[src/hw/hbfd_regs.vh]
// Register offsets, field positions, reset values and timing counts for hbfd
`ifndef HBFD_REGS_VH
`define HBFD_REGS_VH

// Register byte offsets on APB
`define HBFD_SETUP_OFS 12'h000
`define HBFD_TIMING_OFS 12'h004
`define HBFD_STATUS_OFS 12'h008
`define HBFD_CTRL_OFS 12'h00c

// Setup register fields
`define HBFD_RATIO_LSB 0
`define HBFD_RATIO_W 5
`define HBFD_START_BIT 5
`define HBFD_HALF_BIT 6
`define HBFD_SINK_BIT 7

// Timing register field
`define HBFD_DLY_W 8

// Status register fields
`define HBFD_ST_DONE_BIT 0
`define HBFD_ST_BUSY_BIT 1
`define HBFD_ST_MODE_LSB 2
`define HBFD_ST_PHASE_LSB 4
`define HBFD_ST_PWMSEEN_BIT 8

// Control register fields
`define HBFD_CTRL_EN_BIT 0

// Reset values
`define HBFD_SETUP_RST 8'h00
`define HBFD_TIMING_RST 8'h00
`define HBFD_CTRL_RST 1'b0

// Preparation time base, in switching periods
`define HBFD_PREP_BASE 2

// Regulation modes
`define HBFD_MODE_BOOST 2'd0
`define HBFD_MODE_BB 2'd1
`define HBFD_MODE_BUCK 2'd2

`endif

[src/hw/hbfd_ctrl.v]
// H-bridge gate sequencing and fast output discharge sequencer with APB slave
`include "hbfd_regs.vh"

module hbfd_ctrl #(
  parameter RATIO_W = `HBFD_RATIO_W,
  parameter DLY_W = `HBFD_DLY_W
) (
  input wire clk_i,
  input wire srst_i,
  input wire ce_i,
  // APB slave
  input wire psel_i,
  input wire penable_i,
  input wire pwrite_i,
  input wire [11:0] paddr_i,
  input wire [31:0] pwdata_i,
  output wire pready_o,
  output reg [31:0] prdata_o,
  output wire pslverr_o,
  // Frame end of the command link
  input wire cs_rise_i,
  // Analog comparator results
  input wire vin_low_i,
  input wire vin_high_i,
  input wire cur_peak_i,
  input wire cur_valley_i,
  input wire cur_zero_i,
  input wire vout_target_i,
  input wire s2g_dec_i,
  input wire s2g_det_i,
  input wire soft_start_done_i,
  input wire dim_pwm_input_i,
  input wire sw_cycle_start_i,
  // Gate drives
  output reg input_high_switch_o,
  output reg input_low_switch_o,
  output reg output_low_switch_o,
  output reg output_high_switch_o,
  // Discharge analog controls
  output reg rev_current_o,
  output reg limit_two_thirds_o,
  output reg limit_half_o,
  output reg comp_discharge_o,
  output reg comp_sink_reduce_o,
  output reg ratio_load_num_o,
  output reg [RATIO_W-1:0] ratio_value_o,
  output reg discharge_done_o
);

  // Discharge sequencer walk-through, one phase per state:
  //   Idle      - normal regulation in the mode picked by the comparators
  //   Wait SS   - start accepted before soft start ended; gates stay off
  //   Discharge - inductor current reversed, output charge pushed to input
  //   Recover   - target reached, current brought back towards zero
  //   Brake     - both low sides on until the preparation time expires
  //   Done      - one-cycle done indication, switching resumes next cycle
  // Numerator above denominator skips the output discharge entirely:
  // the sequencer then passes through Discharge for a single cycle with
  // no reverse current and brakes for the whole preparation time.
  // Any short to ground, or the falling short threshold, returns to Idle
  // from every busy phase, with no done indication.
  //
  // Preparation time is counted in switching periods, not clock cycles,
  // so the count follows the switching frequency whatever it is set to.
  // The counter starts over when a discharge is accepted and again while
  // soft start still runs, so a deferred start gets its full time.
  //
  // Limitation: the block has no view of the analog sample and hold;
  // the host must space the two ratio writes far enough apart itself.
  // Limitation: a second start while busy keeps the phase but restarts the preparation count and reloads the compensation-only choice.

  // Sequencer phases
  localparam PH_IDLE = 3'd0;
  localparam PH_WAIT_SS = 3'd1;
  localparam PH_DISCH = 3'd2;
  localparam PH_RECOVER = 3'd3;
  localparam PH_BRAKE = 3'd4;
  localparam PH_DONE = 3'd5;

  reg [7:0] setup_reg;
  reg [DLY_W-1:0] timing_reg;
  reg enable_reg;
  reg [RATIO_W-1:0] denom_reg;
  reg start_pend_reg;
  reg pwm_seen_reg;
  reg [2:0] phase_reg;
  reg [2:0] phase_next;
  reg [DLY_W:0] prep_cnt_reg;
  reg prep_done_reg;
  reg comp_only_reg;
  reg [1:0] mode_reg;
  reg energize_reg;

  wire wr_en;
  wire rd_en;
  wire busy;
  wire start_ok;
  wire [DLY_W:0] prep_total;
  // Compensation-only decision valid in the start cycle itself
  wire comp_only_now;

  // Zero-wait slave: every access completes in its first access cycle
  assign pready_o = 1'b1;
  assign pslverr_o = 1'b0;
  assign wr_en = psel_i & penable_i & pwrite_i & ce_i;
  assign rd_en = psel_i & penable_i & ~pwrite_i & ce_i;
  assign busy = (phase_reg != PH_IDLE) && (phase_reg != PH_DONE);
  // Two base periods on top of the delay field; one spare bit so 255 + 2 fits
  assign prep_total = {1'b0, timing_reg} + {{(DLY_W-1){1'b0}}, 2'b10};

  // Start cycle uses the fresh ratio compare, later cycles the stored one.
  // Without this the first discharge cycle would follow the previous run.
  assign comp_only_now = start_ok ? (ratio_value_o > denom_reg) : comp_only_reg;

  // Register map notes:
  //   Setup  - ratio field, start bit, half-limit bit, sink-reduce bit
  //   Timing - preparation delay in switching periods, two added on top
  //   Status - done, busy, mode, phase and dim-seen, read only
  //   Ctrl   - enable; clearing it also forgets the dim-seen flag
  // A setup write without the start bit loads the denominator; a write
  // with the start bit keeps the denominator and presents the numerator.
  // Register writes; a start write arms the sequencer until the frame ends
  always @(posedge clk_i) begin
    if (srst_i) begin
      setup_reg <= `HBFD_SETUP_RST;
      timing_reg <= {DLY_W{1'b0}};
      enable_reg <= `HBFD_CTRL_RST;
      denom_reg <= {RATIO_W{1'b0}};
      start_pend_reg <= 1'b0;
      ratio_value_o <= {RATIO_W{1'b0}};
      ratio_load_num_o <= 1'b0;
    end else if (ce_i) begin
      if (cs_rise_i) begin
        start_pend_reg <= 1'b0;
      end
      if (wr_en && paddr_i == `HBFD_SETUP_OFS) begin
        setup_reg <= pwdata_i[7:0];
        ratio_value_o <= pwdata_i[RATIO_W-1:0];
        ratio_load_num_o <= pwdata_i[`HBFD_START_BIT];
        if (pwdata_i[`HBFD_START_BIT]) begin
          start_pend_reg <= 1'b1;
        end else begin
          denom_reg <= pwdata_i[RATIO_W-1:0];
        end
      end
      if (wr_en && paddr_i == `HBFD_TIMING_OFS) begin
        timing_reg <= pwdata_i[DLY_W-1:0];
      end
      if (wr_en && paddr_i == `HBFD_CTRL_OFS) begin
        enable_reg <= pwdata_i[`HBFD_CTRL_EN_BIT];
      end
    end
  end

  // Read mux; unmapped offsets read zero
  always @* begin
    prdata_o = 32'h0000_0000;
    if (rd_en) begin
      case (paddr_i)
        `HBFD_SETUP_OFS: prdata_o = {24'h00_0000, setup_reg};
        `HBFD_TIMING_OFS: prdata_o = {{(32-DLY_W){1'b0}}, timing_reg};
        `HBFD_STATUS_OFS: prdata_o = {23'h00_0000, pwm_seen_reg, 1'b0, phase_reg,
                                       mode_reg, busy, discharge_done_o};
        `HBFD_CTRL_OFS: prdata_o = {31'h0000_0000, enable_reg};
        default: prdata_o = 32'h0000_0000;
      endcase
    end
  end

  // Dim input seen high since enable; cleared while disabled
  always @(posedge clk_i) begin
    if (srst_i) begin
      pwm_seen_reg <= 1'b0;
    end else if (ce_i) begin
      if (!enable_reg) begin
        pwm_seen_reg <= 1'b0;
      end else if (dim_pwm_input_i) begin
        pwm_seen_reg <= 1'b1;
      end
    end
  end

  // Frame end with a pending start; dim level and overvoltage not checked
  assign start_ok = cs_rise_i & start_pend_reg & enable_reg & pwm_seen_reg & ~s2g_det_i;

  // Phase transitions are decided combinationally so that the gate
  // drives, registered below, change in the same edge as the phase.
  // The abort test sits after the case so it overrides every busy branch.
  // Done is left for Idle after one cycle unless a new start arrives in
  // that very cycle, which is then taken like a start from Idle.
  // Sequencer next phase
  always @* begin
    phase_next = phase_reg;
    case (phase_reg)
      PH_IDLE, PH_DONE: begin
        if (start_ok) begin
          phase_next = soft_start_done_i ? PH_DISCH : PH_WAIT_SS;
        end else if (phase_reg == PH_DONE) begin
          phase_next = PH_IDLE;
        end
      end
      PH_WAIT_SS: begin
        if (soft_start_done_i) begin
          phase_next = PH_DISCH;
        end
      end
      PH_DISCH: begin
        if (comp_only_reg) begin
          phase_next = PH_BRAKE;
        end else if (vout_target_i) begin
          phase_next = PH_RECOVER;
        end
      end
      PH_RECOVER: begin
        if (cur_zero_i) begin
          phase_next = PH_BRAKE;
        end
      end
      PH_BRAKE: begin
        if (prep_done_reg) begin
          phase_next = PH_DONE;
        end
      end
      default: phase_next = PH_IDLE;
    endcase
    // Short to ground or falling threshold aborts any running sequence
    if (busy && (s2g_det_i || s2g_dec_i)) begin
      phase_next = PH_IDLE;
    end
  end

  // Phase register, preparation counter in switching periods
  always @(posedge clk_i) begin
    if (srst_i) begin
      phase_reg <= PH_IDLE;
      prep_cnt_reg <= {(DLY_W+1){1'b0}};
      prep_done_reg <= 1'b0;
      comp_only_reg <= 1'b0;
      discharge_done_o <= 1'b0;
    end else if (ce_i) begin
      phase_reg <= phase_next;
      discharge_done_o <= (phase_next == PH_DONE);
      if (start_ok) begin
        comp_only_reg <= comp_only_now;
      end
      if (phase_reg == PH_WAIT_SS || phase_next == PH_WAIT_SS || start_ok) begin
        prep_cnt_reg <= {(DLY_W+1){1'b0}};
        prep_done_reg <= 1'b0;
      end else if (busy && !prep_done_reg && sw_cycle_start_i) begin
        prep_cnt_reg <= prep_cnt_reg + 1'b1;
        if (prep_cnt_reg + 1'b1 == prep_total) begin
          prep_done_reg <= 1'b1;
        end
      end
    end
  end

  // Changing mode mid-period could leave a half-finished energize phase,
  // so the comparators are only looked at on the period start pulse.
  // Energize is the first part of each period; the current comparator
  // of the active mode ends it, valley for buck, peak otherwise.
  // Mode choice from input/output comparison, at cycle boundaries only
  always @(posedge clk_i) begin
    if (srst_i) begin
      mode_reg <= `HBFD_MODE_BB;
      energize_reg <= 1'b0;
    end else if (ce_i) begin
      if (sw_cycle_start_i) begin
        energize_reg <= 1'b1;
        if (vin_low_i) begin
          mode_reg <= `HBFD_MODE_BOOST;
        end else if (vin_high_i) begin
          mode_reg <= `HBFD_MODE_BUCK;
        end else begin
          mode_reg <= `HBFD_MODE_BB;
        end
      end else if ((mode_reg == `HBFD_MODE_BUCK) ? cur_valley_i : cur_peak_i) begin
        energize_reg <= 1'b0;
      end
    end
  end

  // Gate priorities: disabled or waiting for soft start beats everything,
  // then brake and done, then discharge and recovery, then the regulation
  // modes. Every branch drives at most one switch of each pair, so a
  // pair is never shorted across the rail whatever the inputs do.
  // The limit selects and reverse enable are gated by the compensation
  // only decision, so a ratio above one never reverses the current.
  // Gate drives and analog controls per phase and mode
  always @(posedge clk_i) begin
    if (srst_i) begin
      input_high_switch_o <= 1'b0;
      input_low_switch_o <= 1'b0;
      output_low_switch_o <= 1'b0;
      output_high_switch_o <= 1'b0;
      rev_current_o <= 1'b0;
      limit_two_thirds_o <= 1'b0;
      limit_half_o <= 1'b0;
      comp_discharge_o <= 1'b0;
      comp_sink_reduce_o <= 1'b0;
    end else if (ce_i) begin
      rev_current_o <= (phase_next == PH_DISCH) && !comp_only_now;
      limit_two_thirds_o <= (phase_next == PH_DISCH) && !comp_only_now &&
                            !setup_reg[`HBFD_HALF_BIT];
      limit_half_o <= (phase_next == PH_DISCH) && !comp_only_now &&
                      setup_reg[`HBFD_HALF_BIT];
      comp_discharge_o <= (phase_next == PH_DISCH) || (phase_next == PH_RECOVER) ||
                          (phase_next == PH_BRAKE);
      comp_sink_reduce_o <= busy && setup_reg[`HBFD_SINK_BIT];
      // Gates stay off while a deferred start waits for soft start
      if (!enable_reg || phase_next == PH_WAIT_SS) begin
        input_high_switch_o <= 1'b0;
        input_low_switch_o <= 1'b0;
        output_low_switch_o <= 1'b0;
        output_high_switch_o <= 1'b0;
      end else if (phase_next == PH_BRAKE || phase_next == PH_DONE) begin
        // Brake-low: both low sides hold the inductor at zero current
        input_high_switch_o <= 1'b0;
        input_low_switch_o <= 1'b1;
        output_low_switch_o <= 1'b1;
        output_high_switch_o <= 1'b0;
      end else if (phase_next == PH_DISCH || phase_next == PH_RECOVER) begin
        // Reverse boost: output high side pulls charge back to the input
        input_high_switch_o <= 1'b1;
        input_low_switch_o <= 1'b0;
        output_low_switch_o <= ~energize_reg;
        output_high_switch_o <= energize_reg;
      end else if (mode_reg == `HBFD_MODE_BOOST) begin
        input_high_switch_o <= 1'b1;
        input_low_switch_o <= 1'b0;
        output_low_switch_o <= energize_reg;
        output_high_switch_o <= ~energize_reg;
      end else if (mode_reg == `HBFD_MODE_BUCK) begin
        input_high_switch_o <= ~energize_reg;
        input_low_switch_o <= energize_reg;
        output_low_switch_o <= 1'b0;
        output_high_switch_o <= 1'b1;
      end else begin
        // Energize on input high plus output low, then direct transfer phase
        input_high_switch_o <= 1'b1;
        input_low_switch_o <= 1'b0;
        output_low_switch_o <= energize_reg;
        output_high_switch_o <= ~energize_reg;
      end
    end
  end

endmodule

[config.mk]
export PLATFORM = sky130hd
export DESIGN_NAME = hbfd_ctrl
export DESIGN_NICKNAME = d
export VERILOG_FILES = /design/src/hw/hbfd_ctrl.v
export VERILOG_INCLUDE_DIRS = /design/src /design/src/hw
export SDC_FILE = /design/constraint.sdc
export NUM_CORES = 1
export LEC_CHECK = 0
export BUFFER_PORTS_ARGS = -buffer_cell sky130_fd_sc_hd__buf_4
export CORE_MARGIN = 10
export CORE_UTILIZATION = 51
export CTS_CLUSTER_DIAMETER = 50
export DETAILED_ROUTE_END_ITERATION = 7
export GPL_TIMING_DRIVEN = 0
export PLACE_DENSITY = 0.79
export SETUP_SLACK_MARGIN = 0.3
export SYNTH_ARGS = -nofsm -noshare
export SYNTH_HDL_FRONTEND = slang
export SYNTH_SLANG_ARGS = --single-unit
[constraint.sdc]
create_clock -name clk_i -period 2.5 [get_ports clk_i]
set_input_delay 0.25 -clock clk_i [delete_from_list [all_inputs] [get_ports clk_i]]
set_output_delay 0.25 -clock clk_i [all_outputs]
set_load 0.01 [all_outputs]
==> Yosys cells after proc, flatten, opt, wreduce, memory -nomap -nowiden <==
Index checks and enable logic that the tools add are counted.
{ "op_classes": {"add_sub_neg": 2, "mul": 0, "n_div": 0, "order_cmp": 1, "n_eq_ne": 17, "shift": 0, "muxes": 48, "bitwise": 13, "reduce_logical": 40} }
{ "op_table": {"columns": ["cell", "n"], "rows": [
  ["$pmux W9 S4", 1],
  ["$mux W1", 32],
  ["$mux W9", 3],
  ["$eq A12 B4 Y1 const B", 2],
  ["$mux W3", 8],
  ["$reduce_and A2 Y1", 8],
  ["$pmux W3 S5", 1],
  ["$eq A12 B3 Y1 const B", 1],
  ["$eq A3 B2 Y1 const B", 4],
  ["$eq A3 B3 Y1 const B", 4],
  ["$logic_not A12 Y1", 1],
  ["$logic_and A1 B1 Y1", 11],
  ["$add A8 B2 Y9 const B", 1],
  ["$add A9 B1 Y9 const B", 1],
  ["$and A1 B1 Y1", 9],
  ["$eq A9 B9 Y1", 1],
  ["$logic_or A1 B1 Y1", 7],
  ["$eq A3 B1 Y1 const B", 2],
  ["$mux W2", 3],
  ["$reduce_and A3 Y1", 2],
  ["$reduce_bool A2 Y1", 3],
  ["$gt A5 B5 Y1", 1],
  ["$logic_not A1 Y1", 4],
  ["$not A1 Y1", 4],
  ["7 further kinds", 7]
]} }
{ "totals": {"register_bits": 57, "latch_bits": 0, "mem_bits_rw": 0, "mem_bits_ro": 0, "input_bits": 62, "out_inout_bits": 50, "memories": 0} }

==> Longest topological paths before layout <==
{ "depth": {"depth_word": 12, "ltp_mapped": 9, "ltp_nobuf": 8} }

==> Least setup slack after synthesis <==
Ideal clock, no wire load.
{ "synth_timing": {"path_kind": "register -> register", "from": "register prep_cnt_reg[1]", "to": "register prep_done_reg", "arrival_ns": 1.750, "t_required_ns": 2.375, "setup_slack_ns": 0.625, "stages_incl_launch_ff": 9, "path_buffers": 1, "cell_sequence": "dfxtp_1 > ha_1 > buf_2 > nand3_1 > nor2_2 > xnor3_1 > a32o_1 > a211oi_1 > a211oi_1"} }
{ "synth_via": {"elab_chain_cells": 4} }
{ "synth_lines": {"columns": ["element", "line", "text"], "rows": [
  ["start, declared", "hbfd_ctrl.v:88", "reg [DLY_W:0] prep_cnt_reg;"],
  ["start signal, assigned", "hbfd_ctrl.v:236", "prep_cnt_reg <= {(DLY_W+1){1'b0}};"],
  ["start signal, assigned", "hbfd_ctrl.v:247", "prep_cnt_reg <= {(DLY_W+1){1'b0}};"],
  ["start signal, assigned", "hbfd_ctrl.v:250", "prep_cnt_reg <= prep_cnt_reg + 1'b1;"],
  ["$add A9 B1 Y9", "hbfd_ctrl.v:251", "if (prep_cnt_reg + 1'b1 == prep_total) begin"],
  ["$eq A9 B9 Y1", "hbfd_ctrl.v:251", null],
  ["$reduce_bool A2 Y1 (no source line)", null, null],
  ["$reduce_and A3 Y1 (no source line)", null, null],
  ["end signal, assigned", "hbfd_ctrl.v:237", "prep_done_reg <= 1'b0;"],
  ["end signal, assigned", "hbfd_ctrl.v:248", "prep_done_reg <= 1'b0;"],
  ["end signal, assigned", "hbfd_ctrl.v:252", "prep_done_reg <= 1'b1;"],
  ["end, declared", "hbfd_ctrl.v:89", "reg prep_done_reg;"]
]} }
Every way passes these cells.
A chain may end at the register's enable or synchronous reset.

==> Worst setup path in the final report <==
Ends and elaborated chain as after synthesis.

==> flow_summary.json <==
{
  "syn_to_final_growth_pct": 21.9,
  "dieArea_mm2": 0.0103,
  "worstSetupStartpointType": "register",
  "hold_viol_final": 0,
  "grt_max_degree": 19,
  "finalPower_w": 0.00156,
  "status": "completed",
  "arrival_ps": 2290,
  "nNetsFinal": 569,
  "yosysSeqAreaShare": 0.301,
  "worst-path-max-fanout": 9,
  "tns_ps": 0,
  "tightestPinTransition_ps": 651,
  "gr-total-overflow": 0,
  "syn_area_per_cell_um2": 8.28,
  "drc": 0,
  "synth_area_mm2": 0.00339,
  "insertion_delay_ps": 320,
  "path_class": "register to register",
  "dp_cells": 570,
  "drive_gt1_frac": 0.257,
  "ys_ff_latch": 51,
  "drv_slew": 0,
  "rsz0062_at_grt": "false",
  "finClkSkew_ps": 6.59,
  "clkTransAtPathRegs_ps": 110,
  "synth.distinct_cells": 69,
  "ant_nets": 0,
  "cts_num_sinks": 51,
  "required_ps": 2710,
  "diodes": 0,
  "drt_iter0_drc": 193,
  "synth_cells": 410,
  "final_core_util": 0.644,
  "hold_class": "primary input to register",
  "async_flop_share": 0,
  "synth_top_area_share": 0.301,
  "critPathCaptureType": "register",
  "whs_ps": 174,
  "ys_warn_count": 0,
  "die_h_um": 102,
  "layout_common_cells": "91 x buf_4, 64 x nor2_1, 51 x dfxtp_1",
  "synth_area_leader_cell": "dfxtp_1",
  "clock.fmax_mhz": 481,
  "rows": 29,
  "numCtsBuffers": 5,
  "cap_viol_max_count": 0,
  "htree_num_levels": 2,
  "postCtsSetupBuffers": 0,
  "largest_register_ffs": 9,
  "cts_root_buf": "clkbuf_8",
  "core-area_mm2": 0.00642,
  "finalNonFillerCells": 578,
  "vias_per_cell": 5.54,
  "grt_pass1_wl_um": 15400,
  "cts_tree": "built",
  "finalCriticalPeriod_ps": 2080,
  "leakage_nw": 1.88,
  "synth_edf_count": 0,
  "hpwlAfterDp_um": 7540,
  "cts_max_path_buffers": 2,
  "synth-main-ff-cell": "dfxtp_1",
  "finalCritPeriodShare": 0.832,
  "vias": 3200,
  "start_util": 0.529,
  "slew_headroom": 0.566,
  "grt_use_total": 0.184,
  "power_density_mw_per_mm2": 376,
  "peakVddDrop_mv": 0.241,
  "place.port_buffers": 60,
  "antenna_found_initial": 0,
  "setup_viol": 0,
  "firstDrtPassIters": 5,
  "gp_congestion": 0.898,
  "wl_um": 9640,
  "final_common_cell": "buf_4",
  "io_pins": 112,
  "netlist_top_cells_area": "dfxtp_1 30%, mux2i_1 9.1%, nor2_1 7.1%",
  "wire_per_inst_um": 16.7,
  "die_x_um": 102,
  "first_global_vias": 3030
}
worst paths after layout:
path / from / to / slack, ps / depth (start not counted)
worst min register to register: comp_sink_reduce_o / comp_sink_reduce_o / 470 / 2
worst max register to register: prep_cnt_reg[1] / prep_done_reg / 420 / 8
worst min-delay path: pwdata_i[3] / ratio_value_o[3] / 170 / 3
worst max-delay path: prep_cnt_reg[1] / prep_done_reg / 420 / 8
per-stage QoR:
stage / instance area, um^2 / setup WS (ps)
CTS: 4120 / 403
floorplan: 3480 / 625
finish: 4140 / 420
detailed placement: 4030 / 448
global placement: 4030 / 470
global route: 4140 / 321
cell usage after synthesis, types with 4 or more instances:
library cell and instances:
nand2_1 19, buf_2 8, clkbuf_1 12, dfxtp_1 51
ha_1 7, mux2i_1 31, nand3b_1 5, nand3_1 11
nand4_1 6, inv_1 12, nand2b_1 7, o21ai_0 14
buf_4 31, nor2b_1 6, nor3_1 6, a21oi_1 32
a22oi_1 4, xnor2_1 10, nor2_1 64, xor2_1 5
what timing repair did:
action	CTS	global route
setup endpoints to repair	0	2
resized for setup	0	4
hold buffers	0	0
critical path: stages (launching register included):
cell	delay, ps
dfxtp_1	450
ha_1	180
buf_2	190
nand3_1	110
nor2_2	150
xnor3_1	310
a32o_1	260
a211oi_1	250
a211oi_1	70
layout make-up:
class,count,area [um^2]
plain buffers,55,343
clock buffers,5,68.8
clock inverters,3,27.5
fillers,583,2280
inverters,12,45.0
multi-input cells,315,2090
flip-flops and latches,51,1020
well taps,77,96.3
repair buffers,60,450
layer usage:
metal,GRT usage,vias up,part of all wire
met4,0.0572,0,0.017
met1,0.227,1505,0.42
met5,0,-,0
met2,0.308,129,0.48
met3,0.0463,17,0.080
li1,-,1549,-
kinds of logic (layout without fill, tap and decap cells):
| family | count (synthesis) | count (layout) | synth area share |
|---|---|---|---|
| fa+ha+maj | 7 | 7 | 0.0258 |
| mux | 33 | 33 | 0.101 |
| buf+inv | 67 | 135 | 0.114 |
| flops | 51 | 51 | 0.301 |
| xor+xnor | 18 | 18 | 0.0568 |
| compound gates | 80 | 80 | 0.163 |
| other cells | 2 | 25 | 0.00221 |
| simple gates | 152 | 152 | 0.236 |
where the power goes:
part	total (W)	internal (W)	leakage, nW	switching, W
logic	0.000205	0.0000947	1.42	0.000110
clock network	0.000530	0.000208	0.0467	0.000322
registers	0.000823	0.000818	0.412	0.00000432
(Power assumes the default switching activity.)
